$ cat config.mk
export PLATFORM = sky130hd
export DESIGN_NAME = pnds_staging
export DESIGN_NICKNAME = d
export VERILOG_FILES = /design/src/pnds_pkg.sv /design/src/pnds_nibble_xfer.sv /design/src/pnds_staging.sv
export SDC_FILE = /design/constraint.sdc
export NUM_CORES = 1
export LEC_CHECK = 0
export ABC_AREA = 1
export BUFFER_PORTS_ARGS = -buffer_cell sky130_fd_sc_hd__buf_2
export CORE_ASPECT_RATIO = 1.75
export CORE_MARGIN = 4
export CORE_UTILIZATION = 34
export CTS_CLUSTER_DIAMETER = 40
export DETAILED_ROUTE_END_ITERATION = 7
export GPL_TIMING_DRIVEN = 0
export HOLD_SLACK_MARGIN = 0.15
export RECOVER_POWER = 100
export SLEW_MARGIN = 20
export SYNTH_ARGS = -nofsm -noshare
export SYNTH_HDL_FRONTEND = slang
export SYNTH_HIERARCHICAL = 1
export SYNTH_SLANG_ARGS = --single-unit
export TNS_END_PERCENT = 50
$ cat constraint.sdc
create_clock -name ref_clk_i -period 2.2 [get_ports ref_clk_i]
set_input_delay 0.44 -clock ref_clk_i [delete_from_list [all_inputs] [get_ports ref_clk_i]]
set_output_delay 0.44 -clock ref_clk_i [all_outputs]
set_load 0.01 [all_outputs]
$ cat src/pnds_pkg.sv
package pnds_pkg;

   localparam int unsigned GROUPS = 4;
   localparam int unsigned NIB_W = 4;
   localparam int unsigned SEL_W = 2;
   localparam int unsigned OUT_W = 16;
   localparam int unsigned DEC_W = 8;

   // Register byte offsets, decoded from the low address bits only.
   localparam logic [7:0] OFF_ENA_HIGH = 8'h00;
   localparam logic [7:0] OFF_ENA_LOW = 8'h04;
   localparam logic [7:0] OFF_POD_HIGH = 8'h08;
   localparam logic [7:0] OFF_POD_LOW = 8'h0C;
   localparam logic [7:0] OFF_TRIG_SEL = 8'h10;
   localparam logic [7:0] OFF_NEXT_HIGH_A = 8'h14;
   localparam logic [7:0] OFF_NEXT_HIGH_B = 8'h18;
   localparam logic [7:0] OFF_NEXT_LOW_A = 8'h1C;
   localparam logic [7:0] OFF_NEXT_LOW_B = 8'h20;

   localparam logic [7:0] RST_ENA = 8'h00;
   localparam logic [15:0] RST_POD = 16'h0000;
   localparam logic [15:0] RST_NEXT = 16'h0000;
   localparam logic [7:0] RST_TRIG_SEL = 8'hFF;
   localparam logic [31:0] RST_RDATA = 32'h00000000;
   localparam logic [3:0] NIB_ONES = 4'hF;
   localparam logic [31:0] RDATA_ZERO = 32'h00000000;

   localparam logic HRESP_OKAY = 1'b0;
   localparam logic HREADY_RST = 1'b1;

   typedef struct packed {
      logic [7:0] ena_high;
      logic [7:0] ena_low;
      logic [15:0] pod;
      logic [15:0] next_pat;
      logic [7:0] trig_sel;
      logic wr_pend;
      logic [7:0] wr_addr;
      logic [31:0] rdata;
      logic hready;
      logic hresp;
   } pnds_state_t;

   localparam pnds_state_t RST_STATE = '{
      ena_high: RST_ENA,
      ena_low: RST_ENA,
      pod: RST_POD,
      next_pat: RST_NEXT,
      trig_sel: RST_TRIG_SEL,
      wr_pend: 1'b0,
      wr_addr: OFF_ENA_HIGH,
      rdata: RST_RDATA,
      hready: HREADY_RST,
      hresp: HRESP_OKAY
   };

endpackage : pnds_pkg

$ cat src/pnds_nibble_xfer.sv
module pnds_nibble_xfer (
   input wire logic [3:0] pod_i,
   input wire logic [3:0] next_i,
   input wire logic [3:0] ena_i,
   input wire logic trig_i,
   input wire logic wr_i,
   input wire logic [3:0] wr_data_i,
   output logic [3:0] pod_o
);

   // Enabled bits follow the trigger, the others follow software writes.
   always_comb begin
      for (int b = 0; b < 4; b++) begin
         if (ena_i[b]) begin
            pod_o[b] = trig_i ? next_i[b] : pod_i[b];
         end else begin
            pod_o[b] = wr_i ? wr_data_i[b] : pod_i[b];
         end
      end
   end

endmodule : pnds_nibble_xfer

$ cat src/pnds_staging.sv
// Operation
// - Sixteen staging bits: high register for outputs 15..8, low for 7..0.
// - Group trigger copies high staging bits into high output bits.
// - Group trigger copies low staging bits into low output bits.
// - Staging address map depends on shared or separate group triggers.
// - Groups 2 and 3 sharing a trigger: all high bits at one address.
// - Groups 2 and 3 separate: bits 15..12 and 11..8 at two addresses.
// - Groups 0 and 1 sharing a trigger: all low bits at one address.
// - Groups 0 and 1 separate: bits 7..4 and 3..0 at two addresses.
// - Split views read the unused nibble as ones and ignore writes to it.
// - Only bits with transfer enable set copy; others keep their value.
// - Enabled output bits ignore software writes; disabled ones accept them.
// - Each of the four groups selects its own trigger.
module pnds_staging (
   input wire logic ref_clk_i,
   input wire logic reset_n_i,
   input wire logic ce_i,
   input wire logic hsel_i,
   input wire logic [31:0] haddr_i,
   input wire logic [1:0] htrans_i,
   input wire logic hwrite_i,
   input wire logic [2:0] hsize_i,
   input wire logic [31:0] hwdata_i,
   input wire logic hready_i,
   input wire logic [3:0] cmp_match_i,
   output logic [31:0] hrdata_o,
   output logic hreadyout_o,
   output logic hresp_o,
   output logic [15:0] pulse_output_o
);

   pnds_pkg::pnds_state_t q;
   pnds_pkg::pnds_state_t next_q;
   logic [3:0] grp_trig;
   logic [3:0] pod_wr;
   logic [15:0] pod_wd;
   logic [15:0] pod_nx;
   logic [15:0] ena_all;
   logic [7:0] wd;
   logic joint_high;
   logic joint_low;
   logic rd_joint_high;
   logic rd_joint_low;
   logic addr_take;

   assign ena_all = {q.ena_high, q.ena_low};

   // Each group picks one of the four compare-match lines.
   always_comb begin
      for (int g = 0; g < pnds_pkg::GROUPS; g++) begin
         grp_trig[g] = cmp_match_i[q.trig_sel[g * pnds_pkg::SEL_W +: pnds_pkg::SEL_W]];
      end
   end

   genvar gi;
   generate
      for (gi = 0; gi < pnds_pkg::GROUPS; gi++) begin : g_nib
         pnds_nibble_xfer u_xfer (
            .pod_i(q.pod[gi * pnds_pkg::NIB_W +: pnds_pkg::NIB_W]),
            .next_i(q.next_pat[gi * pnds_pkg::NIB_W +: pnds_pkg::NIB_W]),
            .ena_i(ena_all[gi * pnds_pkg::NIB_W +: pnds_pkg::NIB_W]),
            .trig_i(grp_trig[gi]),
            .wr_i(pod_wr[gi]),
            .wr_data_i(pod_wd[gi * pnds_pkg::NIB_W +: pnds_pkg::NIB_W]),
            .pod_o(pod_nx[gi * pnds_pkg::NIB_W +: pnds_pkg::NIB_W])
         );
      end
   endgenerate

   // Read multiplexer; the staging views follow the trigger sharing.
   function automatic logic [31:0] read_mux(input logic [7:0] a, input pnds_pkg::pnds_state_t s,
                                           input logic jh, input logic jl);
      logic [31:0] r;
      r = pnds_pkg::RDATA_ZERO;
      case (a)
         pnds_pkg::OFF_ENA_HIGH: r[7:0] = s.ena_high;
         pnds_pkg::OFF_ENA_LOW: r[7:0] = s.ena_low;
         pnds_pkg::OFF_POD_HIGH: r[7:0] = s.pod[15:8];
         pnds_pkg::OFF_POD_LOW: r[7:0] = s.pod[7:0];
         pnds_pkg::OFF_TRIG_SEL: r[7:0] = s.trig_sel;
         pnds_pkg::OFF_NEXT_HIGH_A: begin
            r[7:0] = jh ? s.next_pat[15:8] : {s.next_pat[15:12], pnds_pkg::NIB_ONES};
         end
         pnds_pkg::OFF_NEXT_HIGH_B: begin
            if (!jh) begin
               r[7:0] = {pnds_pkg::NIB_ONES, s.next_pat[11:8]};
            end
         end
         pnds_pkg::OFF_NEXT_LOW_A: begin
            r[7:0] = jl ? s.next_pat[7:0] : {s.next_pat[7:4], pnds_pkg::NIB_ONES};
         end
         pnds_pkg::OFF_NEXT_LOW_B: begin
            if (!jl) begin
               r[7:0] = {pnds_pkg::NIB_ONES, s.next_pat[3:0]};
            end
         end
         default: r = pnds_pkg::RDATA_ZERO;
      endcase
      return r;
   endfunction : read_mux

   always_comb begin
      next_q = q;
      wd = hwdata_i[7:0];
      pod_wr = 4'h0;
      pod_wd = 16'h0000;
      // Shared trigger when both groups of a pair select the same line.
      joint_high = (q.trig_sel[7:6] == q.trig_sel[5:4]);
      joint_low = (q.trig_sel[3:2] == q.trig_sel[1:0]);
      if (q.wr_pend) begin
         case (q.wr_addr)
            pnds_pkg::OFF_ENA_HIGH: next_q.ena_high = wd;
            pnds_pkg::OFF_ENA_LOW: next_q.ena_low = wd;
            pnds_pkg::OFF_POD_HIGH: begin
               pod_wr[3:2] = 2'h3;
               pod_wd[15:8] = wd;
            end
            pnds_pkg::OFF_POD_LOW: begin
               pod_wr[1:0] = 2'h3;
               pod_wd[7:0] = wd;
            end
            pnds_pkg::OFF_TRIG_SEL: next_q.trig_sel = wd;
            pnds_pkg::OFF_NEXT_HIGH_A: begin
               if (joint_high) begin
                  next_q.next_pat[15:8] = wd;
               end else begin
                  next_q.next_pat[15:12] = wd[7:4];
               end
            end
            pnds_pkg::OFF_NEXT_HIGH_B: begin
               if (!joint_high) begin
                  next_q.next_pat[11:8] = wd[3:0];
               end
            end
            pnds_pkg::OFF_NEXT_LOW_A: begin
               if (joint_low) begin
                  next_q.next_pat[7:0] = wd;
               end else begin
                  next_q.next_pat[7:4] = wd[7:4];
               end
            end
            pnds_pkg::OFF_NEXT_LOW_B: begin
               if (!joint_low) begin
                  next_q.next_pat[3:0] = wd[3:0];
               end
            end
            default: next_q.wr_pend = 1'b0;
         endcase
      end
      next_q.pod = pod_nx;
      // Address phase; reads see any write completing in the same cycle.
      addr_take = hsel_i & hready_i & htrans_i[1];
      rd_joint_high = (next_q.trig_sel[7:6] == next_q.trig_sel[5:4]);
      rd_joint_low = (next_q.trig_sel[3:2] == next_q.trig_sel[1:0]);
      next_q.wr_pend = addr_take & hwrite_i;
      next_q.wr_addr = haddr_i[pnds_pkg::DEC_W - 1:0];
      if (addr_take && !hwrite_i) begin
         next_q.rdata = read_mux(haddr_i[pnds_pkg::DEC_W - 1:0], next_q, rd_joint_high,
                                 rd_joint_low);
      end else begin
         next_q.rdata = pnds_pkg::RDATA_ZERO;
      end
      next_q.hready = pnds_pkg::HREADY_RST;
      next_q.hresp = pnds_pkg::HRESP_OKAY;
   end

   always_ff @(posedge ref_clk_i or negedge reset_n_i) begin
      if (!reset_n_i) begin
         q <= pnds_pkg::RST_STATE;
      end else if (ce_i) begin
         q <= next_q;
      end
   end

   assign hrdata_o = q.rdata;
   assign hreadyout_o = q.hready;
   assign hresp_o = q.hresp;
   assign pulse_output_o = q.pod;

endmodule : pnds_staging

Yosys cells after proc, flatten, opt, wreduce, memory -nomap -nowiden:

Index checks and enable logic that the tools add are counted.

* logic and storage cells: 122
* memories kept: 0
* bits in read-only memories: 0
* register bits: 97
* latch bits: 0
* RAM bits: 0

* multiplexer cells: 82
* $add $sub $neg: 0
* order comparisons: 4
* equal/unequal tests: 20
* reduce and logical (&&, ||, !) cells: 5
* $mul: 0
* div/mod/pow operators: 0
* shifts and indexed selects: 0
* bitwise gates (word level): 3

Operator list (number)
* 8-bit case mux with 9 select lines: 1
* 8-bit by 5-bit equality test with 1-bit output, second input constant: 8
* 8-bit 2-to-1 mux: 8
* 1-bit 2-to-1 mux: 53
* 4-bit 2-to-1 mux: 9
* 8-bit by 4-bit equality test with 1-bit output, second input constant: 4
* 16-bit 2-to-1 mux: 2
* 25-bit 2-to-1 mux: 1
* 8-bit by 3-bit equality test with 1-bit output, second input constant: 2
* 8-bit by 6-bit equality test with 1-bit output, second input constant: 2
* 8-bit logical NOT: 2
* 4-bit case mux with 2 select lines: 2
* 2-bit by 3-bit < comparator with 1-bit output, second input constant: 4
* 9-bit OR reduction: 1
* 1-bit binary-select mux with 2-bit select: 4
* 2-bit equality test: 4
* 2-bit 2-to-1 mux: 2
* 1-bit bitwise AND: 3
* 1-bit logical AND: 1
* 1-bit logical NOT: 1

Depth between registers and ports, before layout:

Gate-level depths: netlist of run 1.

* word-level depth: 8
* gate-level depth with buffers: 19

Hierarchy:

The synthesis of run 1 kept the hierarchy.

Modules (own cells, without submodules)
* pnds_staging: area an instance 4928.5 um2, cells each 720, times used 1
* pnds_nibble_xfer: area an instance 182.7 um2, cells each 46, times used 4

Worst setup path before layout of run 1:

OpenSTA, ideal clock, no wires.

* path type: reg-to-reg
* from: register q[41] (netlist bit)
* to: register q, in the netlist hrdata_o[0]
* setup slack: -0.048 ns
* arrival: 2.182 ns
* data required time: 2.134 ns
* stages on the path, launching flop included: 20
* buffers on the path: 0
* cells stage by stage: dfrtp_1 nor2_4 nand4_4 nor2_1 inv_1 nor2_1 inv_1 nand2_1 nand3_1 nand2_1 nand3_1 nand2_1 inv_1 nand2_1 nor2_1 nand2_1 nor2_1 nand3_1 nand2_1 nand2_1

RTL lines
* start, declared: RTL line pnds_staging.sv:32 `pnds_pkg::pnds_state_t q;`
* start signal, assigned: RTL line pnds_staging.sv:169 `q <= pnds_pkg::RST_STATE;`
* start signal, assigned: RTL line pnds_staging.sv:171 `q <= next_q;`

==> results of run 1 <==
-- flip-flops by register name, summed over array words and instances, names as in the netlist --
register / cells
ena_all: 16
pulse_output_o: 16
q: 33
hrdata_o: 8
-- power by group --
part,switching (mW),internal (mW)
clock network,0.631,1.14
registers,0.177,1.54
logic,0.872,0.654
-- path summary, 6_finish.rpt --
check                                         from                 endpoint  slack, ns
max in group asynchronous                reset_n_i   ena_all[8]$_DFFE_PN0P_       0.24
min                                     haddr_i[7]        q[41]$_DFFE_PN0P_       0.30
min reg2reg                hrdata_o[5]$_DFFE_PN0P_  hrdata_o[5]$_DFFE_PN0P_       0.48
min in group asynchronous                reset_n_i        q[65]$_DFFE_PN0P_       0.76
max                              q[45]$_DFFE_PN1P_  hrdata_o[4]$_DFFE_PN0P_      -0.10
max reg2reg                      q[45]$_DFFE_PN1P_  hrdata_o[4]$_DFFE_PN0P_      -0.10
-- area by class of cell --
type | count | area share
buffer | 71 | 0.0682
clock buffer | 11 | 0.0343
clock inverter | 5 | 0.0147
inverter | 128 | 0.0684
multi-input combinational | 656 | 0.443
sequential | 73 | 0.259
tap | 224 | 0.0396
timing repair buffer | 80 | 0.0728
-- stage by stage --
stage	power, mW	TNS [ns]	area [µm²]	hold WS [ns]	util
CTS	4.97	-0.808	6940	0.301	0.424
detailed placement	3.06	-4.36	6300	0.451	0.385
global route	5.28	-3.95	7080	0.309	0.433
floorplan	2.62	0	5750	0.144	-
finish	5.01	-0.572	7080	0.298	0.433
global placement	3.03	-3.89	6270	0.469	0.383
-- repair_timing --
item / CTS / global route
gates cloned: 0 / 1
setup endpoints to repair: 24 / 11
resized for setup: 37 / 18
pin swaps: 30 / 15
setup buffers: 19 / 10
endpoints found under the hold margin: 29 / 0
hold buffers: 1 / 0
-- metal layers --
layer	wire length (µm)	global-route usage	up-vias	part of all wire
met5	0	0	-	0
met4	1390	0.144	0	0.070
met3	914	0.0314	69	0.046
met2	10600	0.394	206	0.53
met1	7070	0.220	2687	0.35
li1	-	-	2977	-
-- critical path, cell delays in order, from the launching register on --
cell and delay, ns:
dfstp_2 0.58, o21ai_0 0.14, o22ai_2 0.37, buf_4 0.19
nand2_1 0.06, nand3_1 0.09, nand2_2 0.08, nand2_2 0.09
nand3_2 0.08, nor3_4 0.29, nand2_1 0.11, nand2_1 0.07
nand2_1 0.05
-- synthesized netlist by cell type --
library cell  number  area share
a31oi_1            1      0.0011
buf_2              3      0.0027
nor3_1             8      0.0071
nand3_1           68       0.060
o22ai_1            5      0.0055
clkbuf_1          14      0.0093
nor3_2             1      0.0018
conb_1             2      0.0013
nand4_1            1      0.0011
dfrtp_1           65        0.29
buf_6              2      0.0040
nand2_4            4      0.0080
buf_4             51       0.068
xnor2_1            2      0.0031
nor2_1            53       0.035
o21ai_2            6      0.0093
nand3_2            3      0.0053
a21oi_1            4      0.0035
nand2_1          340        0.23
o211ai_1           8       0.011
or2_2              7      0.0077
o21ai_1           10      0.0088
o21ai_0           77       0.068
nand2_2           12       0.013
inv_2             13      0.0086
inv_1            113       0.075
nor2_2             7      0.0077
and2_4             1      0.0015
buf_1              1     0.00066
dfstp_2            8       0.037
nor2_4             4      0.0080
clkinv_1           2      0.0013
nor4_1             2      0.0022
o21bai_1           2      0.0027
nand4_4            1      0.0038
o31ai_1            3      0.0040
-- cell families after synthesis --
| family | count (synthesis) | share of synthesized area |
|---|---|---|
| buf+inv | 199 | 0.169 |
| flops | 73 | 0.325 |
| xor+xnor | 2 | 0.00310 |
| simple gates | 512 | 0.388 |
| other cells | 2 | 0.00133 |
| compound gates | 116 | 0.114 |
==> out/metrics.cfg, run 1 <==
[finish]
regArea_mm2=0.00184
final_cells=1248
final_nets=1098
multi_input_area_mm2=0.00314
layout_commonest_cell=nand2_1
diodes=0
fillers=1730
final_cell_mix=330 x nand2_1, 111 x inv_1, 72 x o21ai_0, 72 x buf_4, 65 x dfrtp_1
drive_above_1_share=0.246
area_growth_pct=25.1

[clock_tree]
htreeDepth=3
tritoncts=yes
cts_root_buf=clkbuf_16
clkSlewWorstSetupHoldPaths_ns=0.07
worstSkewPairLatency_ns=0.35
cts_num_sinks=73
cts_buffers=9
cts.path.max_buffers=2

[global_route]
antenna_found_initial=0
grt_pass1_wl_um=30600
grt-ovfl-total=0
grt_max_degree=38
grtUsageTotal=0.213
grt_pass1_vias=5754

[placed_design]
io_buffers=48
dpl.hpwl_um=15300
placed_cells=1201
routabilityCongestion=0.943
dp_slack_ns=-0.575

[pwr]
power.density_mw_per_mm2=708
peakVddDrop_uv=378
power_leakage_nw=3.69

[logic_synthesis]
synth_seq_cells=73
synth_cell_types=36
seq_area_frac_synth=0.325
syn-cell-area_mm2=0.00566
ys.warnings.count=6
syn_inst=904
synth_area_per_cell_um2=6.26

[sta]
period_needed_ns=2.30
rsz0062_at_grt=true
maxSlewViolCount=0
finClkSkew_ns=0.0105
max_freq_mhz=434
worst_slack_ns=-0.104
timing.final.crit_share=1.05
worstMarginPinSlew_ns=0.949
slew-limit-headroom=0.368
setup_viol=10
timing.final.hold_violations=0

[worst_setup_path]
worst-setup-path-type=reg -> reg
end_kind=register
crit_required_ns=2.44
r2r_cells=12
arrival_ns=2.55
path_max_fanout=6
startpoint_type=register

[run]
max_cap_violations=0

[outcome]
violations=negative setup slack
status=complete, but fails checks

[drt]
first_pass_iters=5
ant_nets=0
wl_per_cell_um=16.0
vias_per_cell=4.76
via_count=5939
drtIter0Drc=408
wirelength_um=19900
drc=0

[min_path]
worstHoldPathCells=3
min_path_type=in -> reg

[die]
core-area_mm2=0.0164
num_rows=62
die_w_um=106
die_h_um=179
dieArea_mm2=0.0189
initial_core_util=0.346
io_pins=129

No activity file was read; power rests on OpenSTA's default activity.
==> run 2: changes to the inputs <==
--- a/config.mk
+++ b/config.mk
@@ -15,6 +15,7 @@
 export GPL_TIMING_DRIVEN = 0
 export HOLD_SLACK_MARGIN = 0.15
 export RECOVER_POWER = 100
+export REMOVE_ABC_BUFFERS = 1
 export SLEW_MARGIN = 20
 export SYNTH_ARGS = -nofsm -noshare
 export SYNTH_HDL_FRONTEND = slang
==> run 2 against run 1 <==
  * The flow still finishes with violations (negative setup slack)
  * Core utilization fell by 3.0 points
  * Design area fell by 7.0%
  * Global-route usage fell by 2.3 points
  * Critical path depth rose by 5
  * Sequential power barely moved
  * Critical path type unchanged
  * Critical endpoint is now hrdata_o[1]$_DFFE_PN0P_
  * Largest power group is now registers
==> out/metrics.cfg, run 2 (same netlist as run 1, synthesis figures left out) <==
[finish]
diodes=0  ; unchanged
final_cells=1176  ; -5.8%
largest_reg_flops=33  ; unchanged
layout_commonest_cell=nand2_1
area_growth_pct=16.4
final_nets=1026  ; -6.6%
regMostFlops=q
final_cell_mix=326 x nand2_1, 109 x inv_1, 75 x o21ai_0, 64 x dfrtp_1, 60 x nand3_1
utilization=0.402  ; -0.0303
drive_above_1_share=0.190  ; -0.0560

[global_route]
grt-ovfl-total=0  ; unchanged
grt_pass1_vias=5360  ; -6.8%
grtUsageTotal=0.190  ; -0.0232
grt_max_degree=98  ; +160%
antenna_found_initial=0  ; unchanged
grt_pass1_wl_um=27500  ; -10%

[drt]
first_pass_iters=5  ; unchanged
met3WireLength_um=724  ; -21%
wl_met2_um=9500  ; -10%
drtIter0Drc=375  ; -8.1%
drc=0  ; unchanged
wl_per_cell_um=15.2  ; -4.8%
ant_nets=0  ; unchanged
via_count=5625  ; -5.3%
wirelength_um=17900  ; -10%
wl_met1_um=6370  ; -9.9%
dr.max_layer_used=met4
vias_per_cell=4.78  ; +0.51%

[worst_setup_path]
path_max_fanout=8  ; +2
worstPathCellList=nor2_4 -> nand3_4 -> nor2_4 -> clkinvlp_4 -> nor2_1 -> inv_1 -> nand2_1 -> nand3_1 -> nand2_2 -> nand3_1 -> nand3_1 -> nor2_2 -> nand2_1 -> nor2_1 -> nand3_1 -> nand2_1 -> nand2_1
crit_required_ns=2.48  ; +0.04 ns
arrival_ns=2.55  ; about the same
slowest_stage=dfrtp_1
r2r_cells=17  ; +5
rrSetupSlack_ns=-0.07  ; +0.03 ns
startpoint_type=register
worst-setup-path-type=reg -> reg
end_kind=register
reg2reg_to=hrdata_o[1]$_DFFE_PN0P_
worstReg2RegStart=q[35]$_DFFE_PN0P_
cpPeakStageDelay_ns=0.41  ; -0.17 ns

[die]
io_pins=129  ; unchanged
die_w_um=106  ; unchanged
num_rows=62  ; unchanged
dieArea_mm2=0.0189  ; unchanged
initial_core_util=0.346  ; unchanged
die_h_um=179  ; unchanged
core-area_mm2=0.0164  ; unchanged

[placed_design]
io_buffers=50  ; +4.2%
dpl.hpwl_um=13100  ; -14%
dp_slack_ns=-0.925  ; -0.350 ns
placed_cells=1132  ; -5.7%
routabilityCongestion=0.891  ; -5.5%

[sta]
worstMarginPinSlew_ns=0.890  ; -0.0586 ns
holdWs_ns=0.318  ; +0.0205 ns
maxSlewViolCount=0  ; unchanged
setup_tns_ns=-0.404  ; +0.168 ns
setup_viol=8  ; -2
timing.final.hold_violations=0  ; unchanged
timing.final.crit_share=1.03  ; -0.0142
finClkSkew_ns=0.00848  ; -0.00205 ns
period_needed_ns=2.27  ; -0.0312 ns
rsz0062_at_grt=true
max_freq_mhz=440  ; +1.4%
slew-limit-headroom=0.407  ; +0.0391
worst_slack_ns=-0.0727  ; +0.0312 ns

[clock_tree]
clkSlewWorstSetupHoldPaths_ns=0.07  ; about the same
worstSkewPairLatency_ns=0.34  ; about the same
cts_root_buf=clkbuf_16
cts_buffers=9  ; unchanged
cts.path.max_buffers=2  ; unchanged
htreeDepth=3  ; unchanged
cts_num_sinks=73  ; unchanged
tritoncts=yes

[run]
max_cap_violations=0  ; unchanged

[pwr]
clockPowerShare=0.358  ; +0.005
swShare=0.354  ; +0.0192
p_seq_frac=0.376  ; +0.034
power_leakage_nw=3.25  ; -12%
internal_power_mw=2.94  ; -12%
peakVddDrop_uv=313  ; -17%
p_sw_mw=1.61  ; -4.0%
power.density_mw_per_mm2=691  ; -2.4%
comb_power_share=0.266  ; -0.038

[outcome]
violations=negative setup slack
status=complete, but fails checks

[min_path]
worstHoldPathCells=3  ; unchanged
min_path_type=in -> reg
whs_endpoint=q[40]$_DFFE_PN0P_
min-delay-start=haddr_i[6]

==> run 2: cell count changes in the layout (fill, tap and decap cells not counted), sizes merged <==
cell,delta
clkinvlp,+2
clkinv,+1
inv,-1
buf,-82
nor2,+1
clkbuf,+7
==> run 2: worst max-delay path by stage <==
| stage | end | depth (start not counted) | from |
|---|---|---|---|
| final | hrdata_o[1]$_DFFE_PN0P_ | 17 | q[35]$_DFFE_PN0P_ |
| after global routing | hrdata_o[0]$_DFFE_PN0P_ | 19 | q[35]$_DFFE_PN0P_ |
| after CTS | hrdata_o[0]$_DFFE_PN0P_ | 18 | q[40]$_DFFE_PN0P_ |
| after detailed placement | hrdata_o[0]$_DFFE_PN0P_ | 18 | q[42]$_DFFE_PN0P_ |
| after global placement | q[49]$_DFFE_PN1P_ | 3 | ce_i |
| after floorplan | hrdata_o[0]$_DFFE_PN0P_ | 19 | q[41]$_DFFE_PN0P_ |
==> run 2: critical path: cells and delay by family (launching register included) <==
| kind | cells | cell delay [ns] |
|---|---|---|
| simple gates | 15 | 1.49 |
| buf+inv | 2 | 0.31 |
| flops | 1 | 0.41 |
==> run 2: timing repair <==
action / 4_1_cts / 5_1_grt
buffers inserted: 13 / 13
endpoints found under the setup margin: 24 / 57
pin swaps: 14 / 32
hold buffers: 1 / 0
gates cloned: 1 / 0
resized for setup: 23 / 31
hold endpoints to repair: 34 / 0
==> run 2: cell type report <==
class	instances	area, µm²
Multi-Input combinational cell	657	3140
Fill cell	1801	9780
Clock buffer	9	225
Timing Repair Buffer	78	503
Inverter	128	502
Sequential cell	73	1840
Tap cell	224	280
Clock inverter	7	95.1
==> run 2: metal layers <==
layer | track usage | up-vias
met4 | 0.144 | 0
met1 | 0.186 | 2563
met5 | 0 | -
li1 | - | 2826
met3 | 0.0245 | 60
met2 | 0.358 | 176
==> run 2: power groups by stage <==
stage / clock network (mW) / logic (mW) / registers (mW)
2_1_floorplan: 0 / 0.699 / 1.74
3_3_place_gp: 0 / 1.13 / 1.73
3_5_place_dp: 0 / 1.15 / 1.73
4_1_cts: 1.66 / 1.19 / 1.71
5_1_grt: 1.71 / 1.38 / 1.75
6_report: 1.63 / 1.21 / 1.71
==> run 2: per-stage QoR <==
| step | cell area, µm² | total power, mW |
|---|---|---|
| after floorplan | 5270 | 2.44 |
| final | 6590 | 4.55 |
| after global routing | 6590 | 4.84 |
| after detailed placement | 5840 | 2.88 |
| after global placement | 5800 | 2.85 |
| after CTS | 6400 | 4.56 |
